`src/cpuod_pkg.sv`:
```
/*
 Package for the opcode decode tail: opcodes, field positions, flag word
 layout, segment codes, state encoding and decode result structs.
 Assumes one 100 MHz clock domain shared with the fetch queue.
*/
package cpuod_pkg;

  // Opcodes
  localparam logic [7:0] OP_JUMP_IF_OVERFLOW = 8'h70;
  localparam logic [7:0] OP_JUMP_IF_NO_OVERFLOW = 8'h71;
  localparam logic [7:0] OP_JUMP_IF_NONZERO = 8'h75;
  localparam logic [7:0] OP_JUMP_SIGNED_NOT_LESS = 8'h7D;
  localparam logic [7:0] OP_JUMP_SIGNED_GREATER = 8'h7F;
  localparam logic [7:0] OP_JUMP_UNSIGNED_NOT_BELOW = 8'h73;
  localparam logic [7:0] OP_JUMP_UNSIGNED_ABOVE = 8'h77;
  localparam logic [7:0] OP_COUNT_LOOP = 8'hE2;
  localparam logic [7:0] OP_COUNT_LOOP_WHILE_ZERO = 8'hE1;
  localparam logic [7:0] OP_COUNT_LOOP_WHILE_NONZERO = 8'hE0;
  localparam logic [7:0] OP_JUMP_IF_COUNT_ZERO = 8'hE3;
  localparam logic [7:0] OP_TRAP_TYPED = 8'hCD;
  localparam logic [7:0] OP_TRAP_BREAK = 8'hCC;
  localparam logic [7:0] OP_TRAP_ON_OVERFLOW = 8'hCE;
  localparam logic [7:0] OP_TRAP_RETURN = 8'hCF;
  localparam logic [7:0] OP_CARRY_CLEAR = 8'hF8;
  localparam logic [7:0] OP_CARRY_TOGGLE = 8'hF5;
  localparam logic [7:0] OP_CARRY_SET = 8'hF9;
  localparam logic [7:0] OP_DIRECTION_CLEAR = 8'hFC;
  localparam logic [7:0] OP_DIRECTION_SET = 8'hFD;
  localparam logic [7:0] OP_IRQ_ENABLE_CLEAR = 8'hFA;
  localparam logic [7:0] OP_IRQ_ENABLE_SET = 8'hFB;
  localparam logic [4:0] OP_EXTERNAL_ESCAPE_HI = 5'h1B;
  localparam logic [7:0] OP_BUS_LOCK = 8'hF0;
  localparam logic [2:0] SEG_PREFIX_HI = 3'h1;
  localparam logic [2:0] SEG_PREFIX_LO = 3'h6;
  localparam logic [7:0] BREAK_VECTOR = 8'h03;
  localparam logic [7:0] OVERFLOW_VECTOR = 8'h04;

  // Operand fields
  localparam int DIR_BIT = 1;
  localparam int WIDTH_BIT = 0;
  localparam int SIGN_BIT = 1;
  localparam int COUNT_SRC_BIT = 1;
  localparam logic [1:0] MODE_NO_DISP = 2'h0;
  localparam logic [1:0] MODE_DISP8 = 2'h1;
  localparam logic [1:0] MODE_DISP16 = 2'h2;
  localparam logic [1:0] MODE_REGISTER = 2'h3;
  localparam logic [2:0] RM_DIRECT = 3'h6;
  localparam logic [1:0] SW_WORD_IMM = 2'h1;
  localparam logic [1:0] SW_SIGNED_BYTE = 2'h3;

  // Segment codes
  localparam logic [1:0] SEG_EXTRA = 2'h0;
  localparam logic [1:0] SEG_CODE = 2'h1;
  localparam logic [1:0] SEG_STACK = 2'h2;
  localparam logic [1:0] SEG_DATA = 2'h3;

  // Flag word bit positions
  localparam int FLAG_OVERFLOW = 11;
  localparam int FLAG_DIRECTION = 10;
  localparam int FLAG_IRQ_ENABLE = 9;
  localparam int FLAG_TRAP = 8;
  localparam int FLAG_SIGN = 7;
  localparam int FLAG_ZERO = 6;
  localparam int FLAG_AUX_CARRY = 4;
  localparam int FLAG_PARITY = 2;
  localparam int FLAG_CARRY = 0;
  localparam logic [15:0] FLAG_USED_MASK = 16'h0FD5;
  localparam logic [15:0] FLAG_RESET = 16'h0000;

  typedef enum logic [1:0] {
    CPUOD_OPCODE = 2'b00,
    CPUOD_OPERAND = 2'b01,
    CPUOD_DISP_HIGH = 2'b11
  } cpuod_state_type;

  // Effective address inputs
  typedef struct packed {
    logic [15:0] b_base_register;
    logic [15:0] frame_base_register;
    logic [15:0] source_index_register;
    logic [15:0] destination_index_register;
  } cpuod_regs_type;

  // Decode of the operand byte and operand fields
  typedef struct packed {
    logic reg_is_dest;
    logic word_op;
    logic operand_is_reg;
    logic [1:0] disp_bytes;
    logic [15:0] effective_address;
    logic [15:0] imm_signed_byte;
    logic imm_word;
    logic [7:0] shift_count;
  } cpuod_fields_type;

  // Branch and trap result
  typedef struct packed {
    logic branch;
    logic [15:0] next_ip;
    logic trap;
    logic [7:0] trap_vector;
    logic trap_return;
    logic escape;
    logic bus_lock;
    logic seg_override;
    logic [1:0] segment;
  } cpuod_result_type;

endpackage

```
`src/cpuod_decode.sv`:
```
/*
 Opcode decode tail: conditional short jumps, count loops, software traps,
 trap return, flag control, escape, bus lock, segment prefix and the
 shared operand fields with effective address formation.
 Assumes the fetch queue hands one byte per cycle with a valid strobe,
 already in the clock domain, and that the core supplies register values.
*/
`timescale 1ns/10ps
module cpuod_decode
  import cpuod_pkg::*;
(
  // Clock and reset
  input wire logic clk,
  input wire logic rst,
  // Fetch queue
  input wire logic byte_valid,
  input wire logic [7:0] byte_data,
  input wire logic [15:0] ip_of_byte,
  // Core state
  input wire logic [15:0] count_register,
  input wire cpuod_pkg::cpuod_regs_type regs,
  input wire logic [7:0] op_byte,
  // Flag word port
  input wire logic [15:0] addr,
  input wire logic [15:0] wdata,
  input wire logic wr,
  input wire logic rd,
  output logic [15:0] rdata,
  // Results
  output logic [15:0] processor_flag_word,
  output cpuod_pkg::cpuod_fields_type fields,
  output cpuod_pkg::cpuod_result_type result,
  output logic result_valid,
  output logic count_decrement
);
  import cpuod_pkg::*;

  function automatic logic [15:0] sext8(input logic [7:0] b);
    sext8 = {{8{b[7]}}, b};
  endfunction

  cpuod_state_type state;
  logic [7:0] opcode;
  logic lock_pending;
  logic seg_pending;
  logic [1:0] seg_code;

  // Byte classification
  wire is_opcode = byte_valid && state == CPUOD_OPCODE;
  wire is_operand = byte_valid && state == CPUOD_OPERAND;
  wire short_jump = byte_data[7:4] == 4'h7 || byte_data[7:2] == 6'h38;
  wire escape_op = byte_data[7:3] == OP_EXTERNAL_ESCAPE_HI;
  wire needs_operand = short_jump || escape_op
    || byte_data == OP_TRAP_TYPED;
  wire seg_prefix = byte_data[7:5] == SEG_PREFIX_HI
    && byte_data[2:0] == SEG_PREFIX_LO;
  wire lock_prefix = byte_data == OP_BUS_LOCK;
  wire single_done = is_opcode && !needs_operand && !seg_prefix
    && !lock_prefix;

  // Flag views
  wire f_of = processor_flag_word[FLAG_OVERFLOW];
  wire f_zf = processor_flag_word[FLAG_ZERO];
  wire f_sf = processor_flag_word[FLAG_SIGN];
  wire f_cf = processor_flag_word[FLAG_CARRY];
  wire [15:0] count_after = count_register - 16'h0001;
  wire loop_more = count_after != 16'h0000;

  // Condition for the buffered opcode
  logic cond;
  always_comb
  begin
    case (opcode)
      OP_JUMP_IF_OVERFLOW: cond = f_of;
      OP_JUMP_IF_NO_OVERFLOW: cond = !f_of;
      OP_JUMP_IF_NONZERO: cond = !f_zf;
      OP_JUMP_SIGNED_NOT_LESS: cond = f_sf == f_of;
      OP_JUMP_SIGNED_GREATER: cond = !f_zf && f_sf == f_of;
      OP_JUMP_UNSIGNED_NOT_BELOW: cond = !f_cf;
      OP_JUMP_UNSIGNED_ABOVE: cond = !f_cf && !f_zf;
      OP_COUNT_LOOP: cond = loop_more;
      OP_COUNT_LOOP_WHILE_ZERO: cond = loop_more && f_zf;
      OP_COUNT_LOOP_WHILE_NONZERO: cond = loop_more && !f_zf;
      OP_JUMP_IF_COUNT_ZERO: cond = count_register == 16'h0000;
      default: cond = 1'b0;
    endcase
  end

  // Other jump conditions in the family are left to neighbouring logic
  wire is_loop = opcode[7:2] == 6'h38 && opcode != OP_JUMP_IF_COUNT_ZERO;
  wire [15:0] fallthrough = ip_of_byte + 16'h0001;
  wire [15:0] jump_target = fallthrough + sext8(byte_data);

  // Fields decode op_byte; the core puts a wide displacement on wdata
  wire [1:0] f_mode = op_byte[7:6];
  wire [2:0] f_rm = op_byte[2:0];
  logic [15:0] f_base;
  always_comb
  begin
    case (f_rm)
      3'h0: f_base = regs.b_base_register + regs.source_index_register;
      3'h1: f_base = regs.b_base_register + regs.destination_index_register;
      3'h2: f_base = regs.frame_base_register + regs.source_index_register;
      3'h3: f_base = regs.frame_base_register
        + regs.destination_index_register;
      3'h4: f_base = regs.source_index_register;
      3'h5: f_base = regs.destination_index_register;
      3'h6: f_base = regs.frame_base_register;
      default: f_base = regs.b_base_register;
    endcase
  end
  wire f_direct = f_mode == MODE_NO_DISP && f_rm == RM_DIRECT;
  logic [15:0] f_disp;
  always_comb
  begin
    case (f_mode)
      MODE_DISP8: f_disp = sext8(byte_data);
      MODE_DISP16: f_disp = wdata;
      default: f_disp = f_direct ? wdata : 16'h0000;
    endcase
  end

  always_comb
  begin
    fields.reg_is_dest = opcode[DIR_BIT];
    fields.word_op = opcode[WIDTH_BIT];
    fields.operand_is_reg = f_mode == MODE_REGISTER;
    fields.disp_bytes = f_direct ? 2'h2
      : (f_mode == MODE_REGISTER ? 2'h0 : f_mode);
    fields.effective_address = f_direct ? f_disp
      : f_base + f_disp;
    fields.imm_signed_byte = sext8(byte_data);
    fields.imm_word = opcode[SIGN_BIT:WIDTH_BIT] == SW_WORD_IMM;
    fields.shift_count = opcode[COUNT_SRC_BIT] ? count_register[7:0]
      : 8'h01;
  end

  // Sequencing
  cpuod_state_type next_state;
  always_comb
  begin
    case (state)
      CPUOD_OPCODE: next_state = (is_opcode && needs_operand)
        ? CPUOD_OPERAND : CPUOD_OPCODE;
      CPUOD_OPERAND: next_state = CPUOD_OPCODE;
      CPUOD_DISP_HIGH: next_state = byte_valid ? CPUOD_OPCODE
        : CPUOD_DISP_HIGH;
      default: next_state = CPUOD_OPCODE;
    endcase
  end

  always_ff @(posedge clk or posedge rst)
  begin
    if (rst)
      state <= CPUOD_OPCODE;
    else if (byte_valid)
      state <= next_state;
  end

  always_ff @(posedge clk or posedge rst)
  begin
    if (rst)
      opcode <= 8'h00;
    else if (is_opcode)
      opcode <= byte_data;
  end

  // Prefixes hold until the next full instruction completes
  wire instr_done = single_done || is_operand;
  always_ff @(posedge clk or posedge rst)
  begin
    if (rst)
    begin
      lock_pending <= 1'b0;
      seg_pending <= 1'b0;
      seg_code <= SEG_EXTRA;
    end
    else if (is_opcode && lock_prefix)
      lock_pending <= 1'b1;
    else if (is_opcode && seg_prefix)
    begin
      seg_pending <= 1'b1;
      seg_code <= byte_data[4:3];
    end
    else if (instr_done)
    begin
      lock_pending <= 1'b0;
      seg_pending <= 1'b0;
    end
  end

  // Result staging, one cycle after the last byte
  cpuod_result_type next_result;
  always_comb
  begin
    next_result = '0;
    next_result.bus_lock = lock_pending;
    next_result.seg_override = seg_pending;
    next_result.segment = seg_code;
    next_result.next_ip = fallthrough;
    if (is_operand)
    begin
      if (opcode == OP_TRAP_TYPED)
      begin
        next_result.trap = 1'b1;
        next_result.trap_vector = byte_data;
      end
      else if (opcode[7:3] == OP_EXTERNAL_ESCAPE_HI)
        next_result.escape = 1'b1;
      else
      begin
        next_result.branch = cond;
        next_result.next_ip = cond ? jump_target : fallthrough;
      end
    end
    else if (byte_data == OP_TRAP_BREAK)
    begin
      next_result.trap = 1'b1;
      next_result.trap_vector = BREAK_VECTOR;
    end
    else if (byte_data == OP_TRAP_ON_OVERFLOW)
    begin
      next_result.trap = f_of;
      next_result.trap_vector = OVERFLOW_VECTOR;
    end
    else if (byte_data == OP_TRAP_RETURN)
      next_result.trap_return = 1'b1;
  end

  always_ff @(posedge clk or posedge rst)
  begin
    if (rst)
    begin
      result <= '0;
      result_valid <= 1'b0;
      count_decrement <= 1'b0;
    end
    else
    begin
      result_valid <= instr_done;
      count_decrement <= is_operand && is_loop;
      if (instr_done)
        result <= next_result;
    end
  end

  // Flag word: opcode effects win over a port write in the same cycle
  logic [15:0] next_flags;
  always_comb
  begin
    next_flags = processor_flag_word;
    if (wr)
      next_flags = wdata & FLAG_USED_MASK;
    if (single_done)
    begin
      case (byte_data)
        OP_CARRY_CLEAR: next_flags[FLAG_CARRY] = 1'b0;
        OP_CARRY_TOGGLE: next_flags[FLAG_CARRY] = !f_cf;
        OP_CARRY_SET: next_flags[FLAG_CARRY] = 1'b1;
        OP_DIRECTION_CLEAR: next_flags[FLAG_DIRECTION] = 1'b0;
        OP_DIRECTION_SET: next_flags[FLAG_DIRECTION] = 1'b1;
        OP_IRQ_ENABLE_CLEAR: next_flags[FLAG_IRQ_ENABLE] = 1'b0;
        OP_IRQ_ENABLE_SET: next_flags[FLAG_IRQ_ENABLE] = 1'b1;
        default: next_flags = next_flags;
      endcase
    end
  end

  always_ff @(posedge clk or posedge rst)
  begin
    if (rst)
      processor_flag_word <= FLAG_RESET;
    else
      processor_flag_word <= next_flags;
  end

  always_ff @(posedge clk or posedge rst)
  begin
    if (rst)
      rdata <= 16'h0000;
    else if (rd)
      rdata <= processor_flag_word;
    else
      rdata <= 16'h0000;
  end

  // Assertions
  a_carry_clear: assert property (@(posedge clk) disable iff (rst)
    single_done && byte_data == OP_CARRY_CLEAR |=> !f_cf)
    else $error("carry not cleared");
  a_carry_toggle: assert property (@(posedge clk) disable iff (rst)
    single_done && byte_data == OP_CARRY_TOGGLE
    |=> f_cf != $past(f_cf))
    else $error("carry not toggled");
  a_dir_set: assert property (@(posedge clk) disable iff (rst)
    single_done && byte_data == OP_DIRECTION_SET
    |=> processor_flag_word[FLAG_DIRECTION])
    else $error("direction not set");
  a_irq_clear: assert property (@(posedge clk) disable iff (rst)
    single_done && byte_data == OP_IRQ_ENABLE_CLEAR
    |=> !processor_flag_word[FLAG_IRQ_ENABLE])
    else $error("irq enable not cleared");
  a_break_vector: assert property (@(posedge clk) disable iff (rst)
    single_done && byte_data == OP_TRAP_BREAK
    |=> result_valid && result.trap
    && result.trap_vector == BREAK_VECTOR)
    else $error("break vector wrong");
  a_trap_return: assert property (@(posedge clk) disable iff (rst)
    single_done && byte_data == OP_TRAP_RETURN
    |=> result.trap_return)
    else $error("trap return missing");
  a_overflow_jump: assert property (@(posedge clk) disable iff (rst)
    is_operand && opcode == OP_JUMP_IF_OVERFLOW
    |=> result.branch == $past(f_of))
    else $error("overflow jump wrong");
  a_nonzero_jump: assert property (@(posedge clk) disable iff (rst)
    is_operand && opcode == OP_JUMP_IF_NONZERO
    |=> result.branch == !$past(f_zf))
    else $error("nonzero jump wrong");
  a_count_zero: assert property (@(posedge clk) disable iff (rst)
    is_operand && opcode == OP_JUMP_IF_COUNT_ZERO
    |=> result.branch == ($past(count_register) == 16'h0000))
    else $error("count zero jump wrong");
  a_jump_target: assert property (@(posedge clk) disable iff (rst)
    is_operand && cond && opcode[7:4] == 4'h7
    |=> result.next_ip == $past(jump_target))
    else $error("jump target wrong");
  a_flags_unused: assert property (@(posedge clk) disable iff (rst)
    (processor_flag_word & ~FLAG_USED_MASK) == 16'h0000)
    else $error("unused flag bit set");
  a_lock_held: assert property (@(posedge clk) disable iff (rst)
    is_opcode && lock_prefix ##1 single_done |=> result.bus_lock)
    else $error("lock lost");
  a_escape_seen: assert property (@(posedge clk) disable iff (rst)
    is_operand && opcode[7:3] == OP_EXTERNAL_ESCAPE_HI
    |=> result_valid && result.escape)
    else $error("escape not reported");
  a_loop_decrement: assert property (@(posedge clk) disable iff (rst)
    is_operand && opcode == OP_COUNT_LOOP |=> count_decrement)
    else $error("loop count not decremented");

  c_taken_jump: cover property (@(posedge clk) disable iff (rst)
    result_valid && result.branch);
  c_loop: cover property (@(posedge clk) disable iff (rst)
    count_decrement);
  c_seg_override: cover property (@(posedge clk) disable iff (rst)
    result_valid && result.seg_override);
  c_typed_trap: cover property (@(posedge clk) disable iff (rst)
    result_valid && result.trap && result.trap_vector != BREAK_VECTOR);
endmodule

```
`config.mk`:
```
export PLATFORM = sky130hd
export DESIGN_NAME = cpuod_decode
export DESIGN_NICKNAME = d
export VERILOG_FILES = /design/src/cpuod_pkg.sv /design/src/cpuod_decode.sv
export SDC_FILE = /design/constraint.sdc
export NUM_CORES = 1
export LEC_CHECK = 0
export ABC_AREA = 1
export BUFFER_PORTS_ARGS = -buffer_cell sky130_fd_sc_hd__buf_2
export CAP_MARGIN = 10
export CELL_PAD_IN_SITES_DETAIL_PLACEMENT = 0
export CELL_PAD_IN_SITES_GLOBAL_PLACEMENT = 1
export CORE_ASPECT_RATIO = 0.6
export CORE_MARGIN = 3
export CORE_UTILIZATION = 33
export DETAILED_ROUTE_END_ITERATION = 8
export PLACE_DENSITY = 0.8
export RECOVER_POWER = 25
export SLEW_MARGIN = 20
export SYNTH_ARGS = -nofsm -noshare
export SYNTH_HDL_FRONTEND = slang
export SYNTH_SLANG_ARGS = --single-unit
```
`constraint.sdc`:
```
create_clock -name clk -period 4 [get_ports clk]
set_input_delay 0.4 -clock clk [delete_from_list [all_inputs] [get_ports clk]]
set_output_delay 0.4 -clock clk [all_outputs]
set_load 0.01 [all_outputs]
```
==> flow_summary.ini <==
[cells_and_area]
layout_commonest_cell = nand2_1
fill_cells = 2606
seqCellArea_mm2 = 0.00163
final_cell_mix = 350 x nand2_1, 215 x buf_2, 211 x buf_4, 184 x inv_1, 85 x a21oi_1
drive_gt1_share_pct = 37.7
syn_to_final_growth_pct = 49.8
fin_nets = 2047
multi_input_comb_area_mm2 = 0.00674

[global_route]
grt_max_degree = 44
grt_pass1_vias = 9897
grt_usage_pct = 27.4
antenna_found_initial = 1
grt_pass1_wl_mm = 59.4
grt_overflow = 0

[setup_path]
critPathKind = input port to primary output
r2r-start = opcode[1]
r2r_setup_slack_ns = 1.70
crit_slowest_cell = ha_4
crit_arrival_ns = 4.12
timing.rr.end = result[26]
crit_end = fields[36]
reg2reg_depth = 11
cp_max_fo = 6
critPathLaunch = op_byte[2]
max_stage_delay_ns = 0.24
cpMostUsedCell = buf_6
end_kind = primary output
cp-start-kind = input port
cp.required_ns = 3.60

[clocking]
insertion_delay_ns = 0.35
clk_pin_slew_ns = 0.06
htreeDepth = 3
cts_buffers = 9
cts_hold_buf = 0
clock_tree.buffer_depth = 2
clock_sinks = 65
cts-root-buf = clkbuf_16
cts_tree = yes

[die]
io_pins = 261
start_util_pct = 33.8
fp-row-count = 45
die_height_um = 131
die_w_um = 215
die-area_mm2 = 0.0281
core_area_mm2 = 0.0255

[timing]
setup_viol = 12
tightest_slew_ns = 1.32
fmax_mhz = 221
finalHoldViolations = 0
rsz0062_at_grt = true
post-route-period-util_pct = 113
setup_slack_ns = -0.523
maxSlewHeadroom_pct = 11.8
drv_slew = 0
fin_crit_ns = 4.52
fin_skew_ns = 0.00780
finalSetupTns_ns = -4.25

[synth]
ys_types = 57
ys_ff_latch = 65
ys_async_sr_fraction_pct = 100
yosys_warnings = 0
synthFlopType = dfrtp_1
yosysSeqAreaShare_pct = 18.9
avgSynthCellArea_um2 = 6.13
netlist_area_mm2 = 0.00862
syn_inst = 1405
synth-edff-count = 0

[power]
peakVddDrop_mv = 0.188
p_per_area_mw_per_mm2 = 301
p_total_w = 0.00388
power_leakage_nw = 6.92

[route]
first_pass_iters = 5
route.met2.wl_mm = 14.6
wl_per_cell_um = 18.7
met3WireLength_mm = 4.63
drc = 0
first_iter_violations = 1328
routed.top_layer = met4
routed_wl_mm = 40.8
wl_met1_mm = 21.1
ant_nets = 0
vias = 11300
routed_via_density = 5.16

[flow_run]
maxCapViolCount = 0

[placement]
gp_congestion = 1.07
dp_hpwl_mm = 33.8
io_buffers = 227

[min_path]
hold_class = input port to flop

[outcome]
violations = negative setup slack
status = finished, violations left
## synthesized netlist by cell type, drive strengths merged (2+ instances only)
cell type | n | share of area (%)
a21oi | 117 | 7.1
o21a | 3 | 0.26
ha | 69 | 10
o31ai | 6 | 0.52
nor3 | 19 | 1.4
a221oi | 9 | 0.91
o211ai | 8 | 0.76
xnor2 | 7 | 0.71
o21ai | 150 | 8.9
and3 | 2 | 0.15
nor2 | 105 | 5.2
nand3b | 4 | 0.35
nand4 | 13 | 0.94
fa | 4 | 0.93
o22ai | 5 | 0.36
or2 | 7 | 0.51
a21o | 10 | 0.87
a211oi | 5 | 0.44
clkinv | 3 | 0.13
o221ai | 5 | 0.51
dfrtp | 65 | 19
o211a | 2 | 0.23
nor4 | 3 | 0.22
a31oi | 12 | 0.94
nand2 | 388 | 17
clkbuf | 15 | 0.65
inv | 214 | 9.3
buf | 47 | 3.8
nand3 | 68 | 4.1
o21bai | 9 | 0.78
xor2 | 18 | 1.8
a22oi | 3 | 0.26
and2 | 2 | 0.15
## through the flow
stage	hold slack [ns]	utilization (%)	setup WS, ns	area [um^2]	std cells
after floorplan	0.442	-	-0.0127	8760	1418
after global placement	0.458	44.7	-1.10	11400	2133
after detailed placement	0.459	44.7	-1.15	11400	2133
after CTS	0.181	48.6	-0.552	12400	2173
after global routing	0.342	50.6	-0.768	12900	2183
final	0.336	50.6	-0.523	12900	2183
## power by group
group          total, W  switching (W)  leakage (nW)  internal (W)
clock          0.000779       0.000324         0.134      0.000455
sequential     0.000789      0.0000582         0.818      0.000731
combinational   0.00232        0.00131          5.97       0.00100
total           0.00388        0.00169          6.92       0.00219
## worst max-delay path, delay by kind of cell
kind                       cells  cell delay (ns)
buffers and inverters         10             1.12
AOI/OAI and AO/OA             12             1.56
and+or+nand+nor                5             0.42
xor gates and xnor gates       1             0.15
adders and majority gates      2             0.47
## routing by layer
| metal | GRT usage (%) | up-vias |
|---|---|---|
| met5 | 0 | - |
| met1 | 45.5 | 5249 |
| met2 | 33.1 | 545 |
| met3 | 8.67 | 47 |
| li1 | - | 5421 |
| met4 | 3.77 | 0 |
## worst min-delay path by stage
stage | from | endpoint | slack, ns | depth (start not counted)
2_1_floorplan | seg_code[0] | result[0] | 0.44 | 2
3_3_place_gp | lock_pending | result[3] | 0.46 | 2
3_5_place_dp | result[17] | result[17] | 0.46 | 2
4_1_cts | rst | rdata[0] | 0.18 | 2
5_1_grt | wdata[8] | processor_flag_word[8] | 0.34 | 2
6_report | wdata[6] | processor_flag_word[6] | 0.34 | 3
## registers in the layout (all words and copies together), names as in the netlist
name,cells
count_decrement,1
lock_pending,1
opcode,8
processor_flag_word,9
rdata,9
result,32
result_valid,1
seg_code,2
seg_pending,1
state,1
## area by class of cell
cell class,count,area share (%)
multi-input combinational,1074,52.2
timing repair buffer,456,22.9
sequential,65,12.6
inverter,217,6.45
tap,352,3.41
clock buffer,11,1.96
clock inverter,5,0.310
timing repair inverter,2,0.174
antenna,1,0.0194
## what timing repair did
action                     CTS  global route
setup endpoints to repair   14            14
pin swaps                   65            50
gates resized for setup    137           128
gates cloned                 2             0
buffers inserted            23            10
## cell families after synthesis
group	Yosys count	synth area share, %
xor+xnor	25	2.54
flops	65	18.9
other cells	1	0.0435
mux	2	0.247
buf+inv	279	13.9
compound gates	347	23.1
fa+ha+maj	73	10.9
simple gates	613	30.3
Power figures use the tool's default switching activity.
